### src/cwgsl_pkg.sv
// Constants shared by the shutdown-level and source-select block.
// Assumes a 32-bit AXI4-Lite register bus and one 100 MHz core clock.
package cwgsl_pkg;

    // ----------------------------------------------------------------
    // Register map
    // ----------------------------------------------------------------
    localparam logic [31:0] ADDR_CFG = 32'h0000_0000;
    localparam logic [31:0] ADDR_STAT = 32'h0000_0004;
    localparam logic [7:0] CFG_RESET = 8'h00;
    // Bit 3 is not implemented and is dropped on every write
    localparam logic [7:0] CFG_WMASK = 8'hF7;

    // ----------------------------------------------------------------
    // Field positions
    // ----------------------------------------------------------------
    localparam int CFG_LVLB_LSB = 6;
    localparam int CFG_LVLA_LSB = 4;
    localparam int CFG_SRC_LSB = 0;
    localparam int STAT_SD = 0;
    localparam int STAT_SRC = 1;
    localparam int STAT_OUTA = 2;
    localparam int STAT_OEA = 3;
    localparam int STAT_OUTB = 4;
    localparam int STAT_OEB = 5;

    // ----------------------------------------------------------------
    // Encodings
    // ----------------------------------------------------------------
    localparam logic [1:0] LVL_DB = 2'h0;
    localparam logic [1:0] LVL_TRI = 2'h1;
    localparam logic [1:0] LVL_LOW = 2'h2;
    localparam logic [1:0] LVL_HIGH = 2'h3;
    localparam logic [2:0] SRC_M1 = 3'h2;
    localparam logic [2:0] SRC_M2 = 3'h3;
    localparam logic [2:0] SRC_M3 = 3'h4;
    localparam logic [2:0] SRC_M4 = 3'h5;
    localparam logic [2:0] SRC_PIN = 3'h6;
    localparam logic [1:0] RESP_OKAY = 2'h0;
    localparam logic [1:0] RESP_SLVERR = 2'h2;

    // ----------------------------------------------------------------
    // Dead-band counter width
    // ----------------------------------------------------------------
    localparam int DB_W = 6;

    // Shutdown sequencing states of one output
    typedef enum logic [2:0]
    {
        ST_RUN = 3'b001,
        ST_WAIT = 3'b010,
        ST_HOLD = 3'b100
    } cwgsl_sd_state_t;

endpackage

### src/cwgsl_top.sv
// Shutdown level and source selection for a complementary waveform
// generator, with its 8-bit configuration register on AXI4-Lite.
// Assumes shutdown, polarity and dead-band length come from sibling
// logic, all synchronous to CORE_CLK_I.
//
// Added by the designer: the register addresses and register access over AXI4-Lite.
`timescale 1ns/1ps

// How it works
// Shutdown levels act only while the shutdown flag is high.
// Output B level code 11 drives B high, polarity ignored.
// Output B level code 10 drives B low, polarity ignored.
// Output B level code 01 releases B to high impedance.
// Output B code 00 goes idle after the dead-band, polarity kept.
// Output A level code 11 drives A high, polarity ignored.
// Output A level code 10 drives A low, polarity ignored.
// Output A level code 01 releases A to high impedance.
// Output A code 00 goes idle after the dead-band, polarity kept.
// Configuration bit 3 always reads zero and ignores writes.
// Source code 110 picks the input pin; 111 is reserved.
// Source code 101 picks modulator 4, 100 picks modulator 3.
// Codes 011 and 010 pick modulators 2 and 1; others reserved.
// Each output follows only its own two-bit shutdown field.
module cwgsl_top
(
    // Clock and reset
    input wire logic CORE_CLK_I,
    input wire logic RESET_I,
    // AXI4-Lite write address
    input wire logic S_AXI_AWVALID_I,
    output logic S_AXI_AWREADY_O,
    input wire logic [31:0] S_AXI_AWADDR_I,
    // AXI4-Lite write data
    input wire logic S_AXI_WVALID_I,
    output logic S_AXI_WREADY_O,
    input wire logic [31:0] S_AXI_WDATA_I,
    input wire logic [3:0] S_AXI_WSTRB_I,
    // AXI4-Lite write response
    output logic S_AXI_BVALID_O,
    input wire logic S_AXI_BREADY_I,
    output logic [1:0] S_AXI_BRESP_O,
    // AXI4-Lite read address
    input wire logic S_AXI_ARVALID_I,
    output logic S_AXI_ARREADY_O,
    input wire logic [31:0] S_AXI_ARADDR_I,
    // AXI4-Lite read data
    output logic S_AXI_RVALID_O,
    input wire logic S_AXI_RREADY_I,
    output logic [31:0] S_AXI_RDATA_O,
    output logic [1:0] S_AXI_RRESP_O,
    // Shutdown, polarity and dead-band from sibling logic
    input wire logic SHUTDOWN_ACTIVE_FLAG_I,
    input wire logic OUT_A_POLARITY_I,
    input wire logic OUT_B_POLARITY_I,
    input wire logic [cwgsl_pkg::DB_W-1:0] DEADBAND_CYCLES_I,
    // Waveform sources
    input wire logic MODULATOR1_OUTPUT_I,
    input wire logic MODULATOR2_OUTPUT_I,
    input wire logic MODULATOR3_OUTPUT_I,
    input wire logic MODULATOR4_OUTPUT_I,
    input wire logic GEN_INPUT_PIN_I,
    // Complementary output pins
    output logic COMPLEMENTARY_OUT_A_O,
    output logic COMPLEMENTARY_OUT_A_OE_O,
    output logic COMPLEMENTARY_OUT_B_O,
    output logic COMPLEMENTARY_OUT_B_OE_O
);

    // ----------------------------------------------------------------
    // State
    // ----------------------------------------------------------------
    typedef struct packed
    {
        logic [7:0] cfg;
        logic [31:0] awaddr;
        logic aw_got;
        logic [7:0] wbyte;
        logic wstrb0;
        logic w_got;
        logic bvalid;
        logic [1:0] bresp;
        logic rvalid;
        logic [31:0] rdata;
        logic [1:0] rresp;
    } cwgsl_top_st_t;

    cwgsl_top_st_t r_ff;
    cwgsl_top_st_t nxt_r;

    logic src;
    logic norm_a;
    logic norm_b;
    logic [1:0] lvl_a;
    logic [1:0] lvl_b;
    logic [7:0] stat;
    logic aw_hs;
    logic w_hs;
    logic ar_hs;

    // Address decode shared by the read and write paths
    // Returns 2'b01 for configuration, 2'b10 for status, 0 unmapped
    function automatic logic [1:0] dec_addr(input logic [31:0] a);
        logic [1:0] hit;
        hit = 2'b00;
        if (a[31:2] == cwgsl_pkg::ADDR_CFG[31:2])
            hit = 2'b01;
        else if (a[31:2] == cwgsl_pkg::ADDR_STAT[31:2])
            hit = 2'b10;
        return hit;
    endfunction

    // ----------------------------------------------------------------
    // Bus handshakes
    // ----------------------------------------------------------------
    // Address and data are caught separately, in either order; both
    // stall while a response waits so only one write is in flight
    assign S_AXI_AWREADY_O = !r_ff.aw_got && !r_ff.bvalid;
    assign S_AXI_WREADY_O = !r_ff.w_got && !r_ff.bvalid;
    assign S_AXI_ARREADY_O = !r_ff.rvalid;
    assign aw_hs = S_AXI_AWVALID_I && S_AXI_AWREADY_O;
    assign w_hs = S_AXI_WVALID_I && S_AXI_WREADY_O;
    assign ar_hs = S_AXI_ARVALID_I && S_AXI_ARREADY_O;

    // Status word: live view of the block's own state
    always_comb
    begin
        stat = 8'h00;
        stat[cwgsl_pkg::STAT_SD] = SHUTDOWN_ACTIVE_FLAG_I;
        stat[cwgsl_pkg::STAT_SRC] = src;
        stat[cwgsl_pkg::STAT_OUTA] = COMPLEMENTARY_OUT_A_O;
        stat[cwgsl_pkg::STAT_OEA] = COMPLEMENTARY_OUT_A_OE_O;
        stat[cwgsl_pkg::STAT_OUTB] = COMPLEMENTARY_OUT_B_O;
        stat[cwgsl_pkg::STAT_OEB] = COMPLEMENTARY_OUT_B_OE_O;
    end

    // ----------------------------------------------------------------
    // Register slave
    // ----------------------------------------------------------------
    // Write commits the cycle after both halves are held, response
    // rises on that same edge; read data is answered one edge after AR
    always_comb
    begin
        nxt_r = r_ff;
        if (aw_hs)
        begin
            nxt_r.aw_got = 1'b1;
            nxt_r.awaddr = S_AXI_AWADDR_I;
        end
        if (w_hs)
        begin
            nxt_r.w_got = 1'b1;
            nxt_r.wbyte = S_AXI_WDATA_I[7:0];
            nxt_r.wstrb0 = S_AXI_WSTRB_I[0];
        end
        if (r_ff.aw_got && r_ff.w_got && !r_ff.bvalid)
        begin
            nxt_r.aw_got = 1'b0;
            nxt_r.w_got = 1'b0;
            nxt_r.bvalid = 1'b1;
            nxt_r.bresp = cwgsl_pkg::RESP_OKAY;
            if (dec_addr(r_ff.awaddr) == 2'b01)
            begin
                if (r_ff.wstrb0)
                    nxt_r.cfg = r_ff.wbyte & cwgsl_pkg::CFG_WMASK;
            end
            else if (dec_addr(r_ff.awaddr) == 2'b10)
                nxt_r.bresp = cwgsl_pkg::RESP_OKAY;
            else
                nxt_r.bresp = cwgsl_pkg::RESP_SLVERR;
        end
        else if (r_ff.bvalid && S_AXI_BREADY_I)
            nxt_r.bvalid = 1'b0;
        if (ar_hs)
        begin
            nxt_r.rvalid = 1'b1;
            nxt_r.rresp = cwgsl_pkg::RESP_OKAY;
            nxt_r.rdata = 32'h0000_0000;
            if (dec_addr(S_AXI_ARADDR_I) == 2'b01)
                nxt_r.rdata[7:0] = r_ff.cfg;
            else if (dec_addr(S_AXI_ARADDR_I) == 2'b10)
                nxt_r.rdata[7:0] = stat;
            else
                nxt_r.rresp = cwgsl_pkg::RESP_SLVERR;
        end
        else if (r_ff.rvalid && S_AXI_RREADY_I)
            nxt_r.rvalid = 1'b0;
    end

    // State register
    always_ff @(posedge CORE_CLK_I or posedge RESET_I)
    begin
        if (RESET_I)
        begin
            r_ff <= '0;
            r_ff.cfg <= cwgsl_pkg::CFG_RESET;
        end
        else
            r_ff <= nxt_r;
    end

    assign S_AXI_BVALID_O = r_ff.bvalid;
    assign S_AXI_BRESP_O = r_ff.bresp;
    assign S_AXI_RVALID_O = r_ff.rvalid;
    assign S_AXI_RDATA_O = r_ff.rdata;
    assign S_AXI_RRESP_O = r_ff.rresp;

    // ----------------------------------------------------------------
    // Waveform path
    // ----------------------------------------------------------------
    // B is the complement of A before polarity is applied
    assign norm_a = src ^ OUT_A_POLARITY_I;
    assign norm_b = ~src ^ OUT_B_POLARITY_I;
    // Each stage sees only its own field, so A and B never interact
    assign lvl_a = r_ff.cfg[cwgsl_pkg::CFG_LVLA_LSB +: 2];
    assign lvl_b = r_ff.cfg[cwgsl_pkg::CFG_LVLB_LSB +: 2];

    cwgsl_src_mux u_src
    (
        .clk_i(CORE_CLK_I),
        .rst_i(RESET_I),
        .sel_i(r_ff.cfg[cwgsl_pkg::CFG_SRC_LSB +: 3]),
        .mod1_i(MODULATOR1_OUTPUT_I),
        .mod2_i(MODULATOR2_OUTPUT_I),
        .mod3_i(MODULATOR3_OUTPUT_I),
        .mod4_i(MODULATOR4_OUTPUT_I),
        .pin_i(GEN_INPUT_PIN_I),
        .src_o(src)
    );

    cwgsl_out_stage u_out_a
    (
        .clk_i(CORE_CLK_I),
        .rst_i(RESET_I),
        .sd_i(SHUTDOWN_ACTIVE_FLAG_I),
        .lvl_i(lvl_a),
        .pol_i(OUT_A_POLARITY_I),
        .db_i(DEADBAND_CYCLES_I),
        .norm_i(norm_a),
        .out_o(COMPLEMENTARY_OUT_A_O),
        .oe_o(COMPLEMENTARY_OUT_A_OE_O)
    );

    cwgsl_out_stage u_out_b
    (
        .clk_i(CORE_CLK_I),
        .rst_i(RESET_I),
        .sd_i(SHUTDOWN_ACTIVE_FLAG_I),
        .lvl_i(lvl_b),
        .pol_i(OUT_B_POLARITY_I),
        .db_i(DEADBAND_CYCLES_I),
        .norm_i(norm_b),
        .out_o(COMPLEMENTARY_OUT_B_O),
        .oe_o(COMPLEMENTARY_OUT_B_OE_O)
    );

    // ----------------------------------------------------------------
    // Checks
    // ----------------------------------------------------------------
    property p_bit3_zero;
        @(posedge CORE_CLK_I) disable iff (RESET_I)
        S_AXI_RVALID_O && $past(ar_hs) &&
        dec_addr($past(S_AXI_ARADDR_I)) == 2'b01 |-> !S_AXI_RDATA_O[3];
    endproperty
    a_bit3_zero: assert property (p_bit3_zero)
        else $error("configuration bit 3 read back as one");

    property p_indep;
        @(posedge CORE_CLK_I) disable iff (RESET_I)
        SHUTDOWN_ACTIVE_FLAG_I && lvl_a == cwgsl_pkg::LVL_LOW &&
        lvl_b == cwgsl_pkg::LVL_TRI
        |=> !COMPLEMENTARY_OUT_A_O && COMPLEMENTARY_OUT_A_OE_O &&
        !COMPLEMENTARY_OUT_B_OE_O;
    endproperty
    a_indep: assert property (p_indep)
        else $error("output levels not applied independently");

    property p_wr_resp;
        @(posedge CORE_CLK_I) disable iff (RESET_I)
        r_ff.aw_got && r_ff.w_got && !r_ff.bvalid |=> S_AXI_BVALID_O;
    endproperty
    a_wr_resp: assert property (p_wr_resp)
        else $error("write response missing");

    property p_rd_resp;
        @(posedge CORE_CLK_I) disable iff (RESET_I)
        ar_hs |=> S_AXI_RVALID_O;
    endproperty
    a_rd_resp: assert property (p_rd_resp)
        else $error("read data missing");

    // A pending response must block both write channels
    property p_one_write;
        @(posedge CORE_CLK_I) disable iff (RESET_I)
        S_AXI_BVALID_O |-> !S_AXI_AWREADY_O && !S_AXI_WREADY_O;
    endproperty
    a_one_write: assert property (p_one_write)
        else $error("write taken while a response waits");

    property p_cfg_hold;
        @(posedge CORE_CLK_I) disable iff (RESET_I)
        !(r_ff.aw_got && r_ff.w_got) |=> $stable(r_ff.cfg);
    endproperty
    a_cfg_hold: assert property (p_cfg_hold)
        else $error("configuration changed without a write");

    c_cfg_wr: cover property (@(posedge CORE_CLK_I) disable iff (RESET_I)
        S_AXI_BVALID_O && S_AXI_BREADY_I);
    c_cfg_rd: cover property (@(posedge CORE_CLK_I) disable iff (RESET_I)
        S_AXI_RVALID_O && S_AXI_RREADY_I);

endmodule // cwgsl_top

### src/cwgsl_src_mux.sv
// Waveform source selector: one of four modulators or the input pin.
// Assumes all sources are synchronous to the core clock.
`timescale 1ns/1ps
module cwgsl_src_mux
(
    // Clock and reset
    input wire logic clk_i,
    input wire logic rst_i,
    // Selection and sources
    input wire logic [2:0] sel_i,
    input wire logic mod1_i,
    input wire logic mod2_i,
    input wire logic mod3_i,
    input wire logic mod4_i,
    input wire logic pin_i,
    // Selected source, registered
    output logic src_o
);

    typedef struct packed
    {
        logic src;
    } cwgsl_mux_st_t;

    cwgsl_mux_st_t r_ff;
    cwgsl_mux_st_t nxt_r;

    // ----------------------------------------------------------------
    // Selection
    // ----------------------------------------------------------------
    // Reserved codes give a steady low so the generator sees no edges
    always_comb
    begin
        nxt_r = r_ff;
        case (sel_i)
            cwgsl_pkg::SRC_PIN: nxt_r.src = pin_i;
            cwgsl_pkg::SRC_M4: nxt_r.src = mod4_i;
            cwgsl_pkg::SRC_M3: nxt_r.src = mod3_i;
            cwgsl_pkg::SRC_M2: nxt_r.src = mod2_i;
            cwgsl_pkg::SRC_M1: nxt_r.src = mod1_i;
            default: nxt_r.src = 1'b0;
        endcase
    end

    // State register
    always_ff @(posedge clk_i or posedge rst_i)
    begin
        if (rst_i)
            r_ff <= '0;
        else
            r_ff <= nxt_r;
    end

    assign src_o = r_ff.src;

    // ----------------------------------------------------------------
    // Checks
    // ----------------------------------------------------------------
    property p_sel_pin;
        @(posedge clk_i) disable iff (rst_i)
        sel_i == cwgsl_pkg::SRC_PIN |=> src_o == $past(pin_i);
    endproperty
    a_sel_pin: assert property (p_sel_pin)
        else $error("pin source not routed");

    property p_sel_mod;
        @(posedge clk_i) disable iff (rst_i)
        (sel_i == cwgsl_pkg::SRC_M4 && mod4_i) ||
        (sel_i == cwgsl_pkg::SRC_M3 && mod3_i) |=> src_o;
    endproperty
    a_sel_mod: assert property (p_sel_mod)
        else $error("modulator 4 or 3 not routed");

    property p_sel_rsv;
        @(posedge clk_i) disable iff (rst_i)
        (sel_i == 3'h7 || sel_i == 3'h1 || sel_i == 3'h0) |=> !src_o;
    endproperty
    a_sel_rsv: assert property (p_sel_rsv)
        else $error("reserved source code produced a level");

    c_sel_pin: cover property (@(posedge clk_i) disable iff (rst_i)
        sel_i == cwgsl_pkg::SRC_PIN ##1 src_o);

endmodule // cwgsl_src_mux

### src/cwgsl_out_stage.sv
// One complementary output with its auto-shutdown level handling.
// Assumes the normal waveform arrives with polarity already applied.
`timescale 1ns/1ps
module cwgsl_out_stage
(
    // Clock and reset
    input wire logic clk_i,
    input wire logic rst_i,
    // Control
    input wire logic sd_i,
    input wire logic [1:0] lvl_i,
    input wire logic pol_i,
    input wire logic [cwgsl_pkg::DB_W-1:0] db_i,
    input wire logic norm_i,
    // Pin drive
    output logic out_o,
    output logic oe_o
);

    typedef struct packed
    {
        cwgsl_pkg::cwgsl_sd_state_t state;
        logic [cwgsl_pkg::DB_W-1:0] cnt;
        logic out;
        logic oe;
    } cwgsl_stage_st_t;

    cwgsl_stage_st_t r_ff;
    cwgsl_stage_st_t nxt_r;

    // ----------------------------------------------------------------
    // Shutdown sequencing
    // ----------------------------------------------------------------
    // Fixed levels act at once; the dead-band choice holds the last
    // level for db_i+1 cycles, then parks at the polarity's idle level
    always_comb
    begin
        nxt_r = r_ff;
        if (!sd_i)
        begin
            nxt_r.state = cwgsl_pkg::ST_RUN;
            nxt_r.cnt = '0;
            nxt_r.out = norm_i;
            nxt_r.oe = 1'b1;
        end
        else
        begin
            case (lvl_i)
                cwgsl_pkg::LVL_HIGH:
                begin
                    nxt_r.state = cwgsl_pkg::ST_RUN;
                    nxt_r.out = 1'b1;
                    nxt_r.oe = 1'b1;
                end
                cwgsl_pkg::LVL_LOW:
                begin
                    nxt_r.state = cwgsl_pkg::ST_RUN;
                    nxt_r.out = 1'b0;
                    nxt_r.oe = 1'b1;
                end
                cwgsl_pkg::LVL_TRI:
                begin
                    nxt_r.state = cwgsl_pkg::ST_RUN;
                    nxt_r.out = 1'b0;
                    nxt_r.oe = 1'b0;
                end
                default:
                begin
                    nxt_r.oe = 1'b1;
                    case (r_ff.state)
                        cwgsl_pkg::ST_RUN:
                        begin
                            nxt_r.state = cwgsl_pkg::ST_WAIT;
                            nxt_r.cnt = db_i;
                        end
                        cwgsl_pkg::ST_WAIT:
                        begin
                            if (r_ff.cnt == '0)
                            begin
                                nxt_r.state = cwgsl_pkg::ST_HOLD;
                                nxt_r.out = pol_i;
                            end
                            else
                                nxt_r.cnt = r_ff.cnt - 1'b1;
                        end
                        default:
                            nxt_r.out = pol_i;
                    endcase
                end
            endcase
        end
    end

    // State register
    always_ff @(posedge clk_i or posedge rst_i)
    begin
        if (rst_i)
            r_ff <= '{state: cwgsl_pkg::ST_RUN, cnt: '0, out: 1'b0, oe: 1'b1};
        else
            r_ff <= nxt_r;
    end

    assign out_o = r_ff.out;
    assign oe_o = r_ff.oe;

    // ----------------------------------------------------------------
    // Checks
    // ----------------------------------------------------------------
    property p_normal;
        @(posedge clk_i) disable iff (rst_i)
        !sd_i |=> oe_o && out_o == $past(norm_i);
    endproperty
    a_normal: assert property (p_normal)
        else $error("output not following waveform outside shutdown");

    property p_high;
        @(posedge clk_i) disable iff (rst_i)
        sd_i && lvl_i == cwgsl_pkg::LVL_HIGH |=> out_o && oe_o;
    endproperty
    a_high: assert property (p_high)
        else $error("shutdown high level not driven");

    property p_low;
        @(posedge clk_i) disable iff (rst_i)
        sd_i && lvl_i == cwgsl_pkg::LVL_LOW |=> !out_o && oe_o;
    endproperty
    a_low: assert property (p_low)
        else $error("shutdown low level not driven");

    property p_tri;
        @(posedge clk_i) disable iff (rst_i)
        sd_i && lvl_i == cwgsl_pkg::LVL_TRI |=> !oe_o;
    endproperty
    a_tri: assert property (p_tri)
        else $error("shutdown tri-state not applied");

    property p_db_wait;
        @(posedge clk_i) disable iff (rst_i)
        sd_i && lvl_i == cwgsl_pkg::LVL_DB &&
        r_ff.state == cwgsl_pkg::ST_WAIT && r_ff.cnt != '0
        |=> $stable(out_o) && oe_o;
    endproperty
    a_db_wait: assert property (p_db_wait)
        else $error("output moved before dead-band ended");

    property p_db_idle;
        @(posedge clk_i) disable iff (rst_i)
        sd_i && lvl_i == cwgsl_pkg::LVL_DB &&
        r_ff.state == cwgsl_pkg::ST_WAIT && r_ff.cnt == '0
        |=> out_o == $past(pol_i) && r_ff.state == cwgsl_pkg::ST_HOLD;
    endproperty
    a_db_idle: assert property (p_db_idle)
        else $error("idle level not reached after dead-band");

    c_db_hold: cover property (@(posedge clk_i) disable iff (rst_i)
        r_ff.state == cwgsl_pkg::ST_WAIT ##1
        r_ff.state == cwgsl_pkg::ST_HOLD);
    c_tri: cover property (@(posedge clk_i) disable iff (rst_i)
        oe_o ##1 !oe_o);

endmodule // cwgsl_out_stage

### config.mk
export PLATFORM = sky130hd
export DESIGN_NAME = cwgsl_top
export DESIGN_NICKNAME = d
export VERILOG_FILES = /design/src/cwgsl_pkg.sv /design/src/cwgsl_top.sv /design/src/cwgsl_src_mux.sv /design/src/cwgsl_out_stage.sv
export SDC_FILE = /design/constraint.sdc
export NUM_CORES = 1
export LEC_CHECK = 0
export BUFFER_PORTS_ARGS = -buffer_cell sky130_fd_sc_hd__buf_2
export CAP_MARGIN = 10
export CORE_ASPECT_RATIO = 1.1
export CORE_MARGIN = 8
export CORE_UTILIZATION = 40
export CTS_BUF_LIST = sky130_fd_sc_hd__clkbuf_2
export DETAILED_ROUTE_END_ITERATION = 10
export GPL_ROUTABILITY_DRIVEN = 0
export HOLD_SLACK_MARGIN = 0.08
export PLACE_DENSITY_LB_ADDON = 0.1
export SYNTH_ARGS = -nofsm -noshare
export SYNTH_HDL_FRONTEND = slang
export SYNTH_SLANG_ARGS = --single-unit
### constraint.sdc
create_clock -name CORE_CLK_I -period 7.1 [get_ports CORE_CLK_I]
set_clock_uncertainty 0.05 [all_clocks]
set_input_delay 0.355 -clock CORE_CLK_I [delete_from_list [all_inputs] [get_ports CORE_CLK_I]]
set_output_delay 0.355 -clock CORE_CLK_I [all_outputs]
set_load 0.1 [all_outputs]
-- Word level (Yosys, flattened, before mapping)
Cells that the tools add are included.
- output and inout bits: 45
- flip-flop bits (word level): 87
- word-level logic and storage cells: 133
- bits of input ports: 121
- add/sub/neg operators: 2
- bitwise logic cells: 3
- mux-type cells: 43
- reduce and logical (&&, ||, !) cells: 30
- equal/unequal tests: 35
- operators with widths (operator ; count):
    == test 30 x 1 -> 1 bit (second input constant) ; 2
    logical NOT 30 bit ; 2
    case mux 9 bit (2 select lines) ; 2
    two-way mux 6 bit ; 5
    two-way mux 2 bit ; 14
    two-way mux 11 bit ; 2
    == test 2 bit (second input constant) ; 6
    == test 3 x 2 -> 1 bit (second input constant) ; 4
    logical NOT 6 bit ; 2
    two-way mux 3 bit ; 4
    inequality test 6 x 2 -> 1 bit (second input constant) ; 2
    case mux 2 bit (3 select lines) ; 2
    subtractor 6 x 1 -> 6 bit (second input constant) ; 2
    two-way mux 1 bit ; 10
    inequality test 5 x 2 -> 1 bit (second input constant) ; 2
    == test 3 bit (second input constant) ; 3
    logical AND 1 bit ; 9
    AND reduction 3 bit ; 3
    == test 2 x 1 -> 1 bit (second input constant) ; 4
    two-way mux 8 bit ; 1
    inequality test 4 x 2 -> 1 bit (second input constant) ; 2
    inequality test 4 x 3 -> 1 bit (second input constant) ; 2
    AND reduction 2 bit ; 4
    nonzero test 2 bit ; 4
    other kinds (10) ; 20

-- Longest topological paths before layout
- depth in word-level cells: 10
- depth in mapped cells: 7
- mapped depth without buffers: 6

-- Modules after synthesis
A second synthesis with hierarchy kept.
- cell total of the unflattened synthesis: 396
- area total of the unflattened synthesis: 4393.0 um2
- modules (own cells, without submodules) (module ; times used ; area each (um2) ; cells an instance ; seq. area each (um2)):
    cwgsl_top ; 1 ; 2677.6 ; 212 ; 1476.4
    cwgsl_out_stage ; 2 ; 817.0 ; 87 ; 277.8
    cwgsl_src_mux ; 1 ; 81.3 ; 10 ; 25.0

-- Worst setup path after synthesis
No wires, ideal clock.
- kind: flip-flop to flip-flop
- from: register r_ff (netlist bit S_AXI_BVALID_O)
- to: register r_ff[51] in the netlist's numbering
- buffers on the path: 2
- clock period less this slack: 3.323 ns
- slack: 3.777 ns
- stages on the path, launching flop included: 6
- arrival: 3.149 ns
- cells stage by stage: dfrtp_1 nor2_1 and2_1 clkbuf_1 buf_2 mux2_2
- word-level cells in the longest chain between the ends: 3
- ends and longest elaborated chain (what ; RTL line ; RTL):
    start: declaration ; cwgsl_top.sv:87 ; cwgsl_top_st_t r_ff;
    start signal: assignment ; cwgsl_top.sv:198 ; r_ff <= nxt_r;
    logical NOT 1 bit ; cwgsl_top.sv:117 ; assign S_AXI_AWREADY_O = !r_ff.aw_got && !r_ff.bvalid;
    logical AND 1 bit ; cwgsl_top.sv:117 ;
    net S_AXI_AWREADY_O ; cwgsl_top.sv:31 ; output logic S_AXI_AWREADY_O,
    logical AND 1 bit ; cwgsl_top.sv:120 ; assign aw_hs = S_AXI_AWVALID_I && S_AXI_AWREADY_O;
The timed path passes the listed nets, and every way through them passes these cells.
A chain may end at the register's enable or synchronous reset.

-- Final worst setup path
- from: register r_ff[53] in the netlist's numbering
- to: register r_ff (netlist bit lvl_a[1])
- word-level cells in the longest chain between the ends: 6
- elaborated cells on any way between the ends: 7
- those cells by class: 2 x eq/ne; 3 x mux; 2 x reduce/logical
- ends and longest elaborated chain (what ; RTL line ; RTL):
    == test 30 x 1 -> 1 bit ; cwgsl_top.sv:107 ; else if (a[31:2] == cwgsl_pkg::ADDR_STAT[31:2])
    two-way mux 2 bit ; cwgsl_top.sv:107 ;
    two-way mux 2 bit * ; cwgsl_top.sv:105 ; if (a[31:2] == cwgsl_pkg::ADDR_CFG[31:2])
    two-way mux 2 bit * ; cwgsl_top.sv:155 ; if (r_ff.aw_got && r_ff.w_got && !r_ff.bvalid)
    == test 2 x 1 -> 1 bit * ; cwgsl_top.sv:161 ; if (dec_addr(r_ff.awaddr) == 2'b01)
    AND reduction 3 bit (no source line) * ; -- ;
Every way passes the cells marked *; elsewhere a longest branch is shown, timed or not. The select of a mux whose other input is x is not followed.

==> impl_metrics.ini <==
[final_layout]
final_cell_mix = buf_2, dfrtp_1, dlygate4sd3_1, mux2_2, conb_1
drive_gt1_share_pct = 34.6
regArea_um2 = 2060
area_growth_pct = 26.3
n_fill_cell = 953
num_antenna_cells = 0
num-nets-final = 649
multi_input_area_um2 = 1770
mostFrequentLayoutCell = buf_2

[synth]
synth_area_um2 = 4120
ys_async_sr_fraction_pct = 100
synth_top_area_cell = dfrtp_1
avgSynthCellArea_um2 = 10.9
postSynthCellCount = 378
synth_cell_types = 53
synthTopCellsByArea = dfrtp_1, mux2_2, buf_4
synth_ff_type = dfrtp_1
ys_ff_latch = 82
synth_warnings = 0
synth_top_cell_area_share_pct = 47.4
yosysSeqAreaShare_pct = 49.9
synth_edf_count = 0

[timing]
slew_viol_final = 0
max-slew-margin-rel_pct = 30.3
finalHoldViolCount = 0
min_period_ps = 2190
final.setup.tns_ps = 0
finalSetupViolations = 0
max_freq_mhz = 458
finalCritPeriodShare_pct = 30.8
whs_ps = 158
rsz0062_at_grt = false
worst_slew_pin_slew_ps = 1050

[setup_path]
end_kind = flop
slowest_stage = nor4_4
cpPeakStageDelay_ps = 590
rr_worst_depth = 4
reg2reg_to = lvl_a[1]$_DFFE_PP0P_
start_kind = flop
cp_cell_sequence = nor4_1 -> nand4_1 -> nor4_4 -> mux2_2
rrSetupSlack_ps = 4910
crit_required_ps = 7460
crit_fanout = 7
arrival_ps = 2540
timing.rr.start = r_ff[53]$_DFFE_PP0P_
path_class = flop to flop

[detailed_routing]
dr_total_vias = 3156
wl_per_cell_um = 14.7
route.detailed.drc = 0
drt_iter0_drc = 86
viasPerCell = 4.84
first_pass_iters = 4
ant_nets = 0
wirelength_mm = 9.61

[place]
dp_hpwl_mm = 7.02
numPortBuffers = 107

[pwr]
power_leakage_nw = 2.45
powerDensity_nw_per_um2 = 307
ir_worst_vdd_mv = 0.266

[global_routing]
grt_pass1_wl_mm = 15.8
grtUsageTotal_pct = 14.2
first_global_vias = 3347
grt_max_degree = 83
antenna_found_initial = 0
grt_overflow_total = 0

[worst_hold_path]
holdPathStages = 3
min-delay-start = S_AXI_WVALID_I
whs_endpoint = r_ff[38]$_DFFE_PP0P_
hold_path_class = primary input to flop

[clocking]
clock-root-buffer = clkbuf_2
numCtsBuffers = 9
cts_buffer_depth = 2
insertion_delay_ps = 520
cts_tree = done
clk_pin_slew_worst_paths_ps = 230
cts_max_level = 3
cts_num_sinks = 82

[die]
io_pins = 166
die-area_um2 = 13800
dieWidth_um = 113
start_util_pct = 40.4
rows = 39
die_h_um = 122
core_um2 = 10200

[outcome]
run_status = finished clean

[run]
maxCapViolations = 0
-- power by group --
part	total (mW)	internal (mW)	switching [mW]
Clock	0.247	0.0837	0.164
Sequential	0.713	0.617	0.0961
Combinational	0.637	0.253	0.385
-- metal layers --
metal  global-route usage, %  share of wire (%)
met3                    3.30                5.0
met2                    24.9                 51
met4                    6.67                1.6
met5                       0                  0
met1                    16.3                 42
-- worst max path at each step --
| stage | from | to | slack [ps] | cells past startpoint |
|---|---|---|---|---|
| 2_1_floorplan | S_AXI_BVALID_O$_DFFE_PP0P_ | r_ff[51]$_DFFE_PP0P_ | 3780 | 5 |
| 3_3_place_gp | r_ff[53]$_DFFE_PP0P_ | lvl_a[0]$_DFFE_PP0P_ | 4880 | 4 |
| 3_5_place_dp | r_ff[53]$_DFFE_PP0P_ | lvl_b[0]$_DFFE_PP0P_ | 4890 | 4 |
| 4_1_cts | r_ff[53]$_DFFE_PP0P_ | lvl_a[0]$_DFFE_PP0P_ | 4850 | 4 |
| 5_1_grt | r_ff[53]$_DFFE_PP0P_ | lvl_a[1]$_DFFE_PP0P_ | 4710 | 4 |
| 6_report | r_ff[53]$_DFFE_PP0P_ | lvl_a[1]$_DFFE_PP0P_ | 4910 | 4 |
-- state kept, by name, indices dropped and copies added, names as in the netlist, 2 cells and up --
register       cells
lvl_b              2
r_ff              43
u_out_b.r_ff       9
lvl_a              2
u_out_a.r_ff       9
S_AXI_RDATA_O      8
-- cell families after synthesis --
group / count (synthesis) / synth area share, %
xor gates and xnor gates: 4 / 0.850
adders and majority gates: 4 / 1.21
other: 1 / 0.0910
muxes: 53 / 14.3
buffers and inverters: 64 / 9.38
and+or+nand+nor: 103 / 13.9
AOI/OAI and AO/OA: 67 / 10.4
DFF: 82 / 49.9
-- worst max-delay path, delay by kind of cell (launching register included) --
kind / cells / cell delay, ps
and+or+nand+nor: 3 / 1220
DFF: 1 / 430
muxes: 1 / 390
-- cell usage after synthesis (all sizes together), types with 5 or more instances --
cell type,count
dfrtp,78
mux2,46
buf,43
nand2,25
o21ai,21
nor2,18
a21oi,16
inv,15
nor4,13
mux2i,7
clkbuf,6
nand3,6
nor3,6
o31ai,6
a21o,5
-- repair_timing --
item	CTS	global route
resized for setup	0	0
hold buffers	50	0
setup endpoints to repair	0	0
buffers inserted	0	0
endpoints found under the hold margin	112	0
-- through the flow --
| step | instance area (µm²) | setup slack [ps] | instances | power, mW | util [%] |
|---|---|---|---|---|---|
| after global routing | 5200 | 4710 | 652 | 1.70 | 51.0 |
| final | 5200 | 4910 | 652 | 1.60 | 51.0 |
| after floorplan | 4220 | 3780 | 403 | 1.24 | - |
| after CTS | 5200 | 4850 | 652 | 1.62 | 51.0 |
| after global placement | 4590 | 4880 | 586 | 1.33 | 45.0 |
| after detailed placement | 4590 | 4890 | 586 | 1.35 | 45.0 |
-- final cells by class --
class,instances,area share [%]
well taps,123,2.96
clock buffers,10,0.962
clock inverters,6,1.23
multi-input cells,257,34.0
flip-flops and latches,82,39.5
inverters,15,1.11
repair buffers,159,20.2
Note: power is estimated with default switching activity, not from simulation.
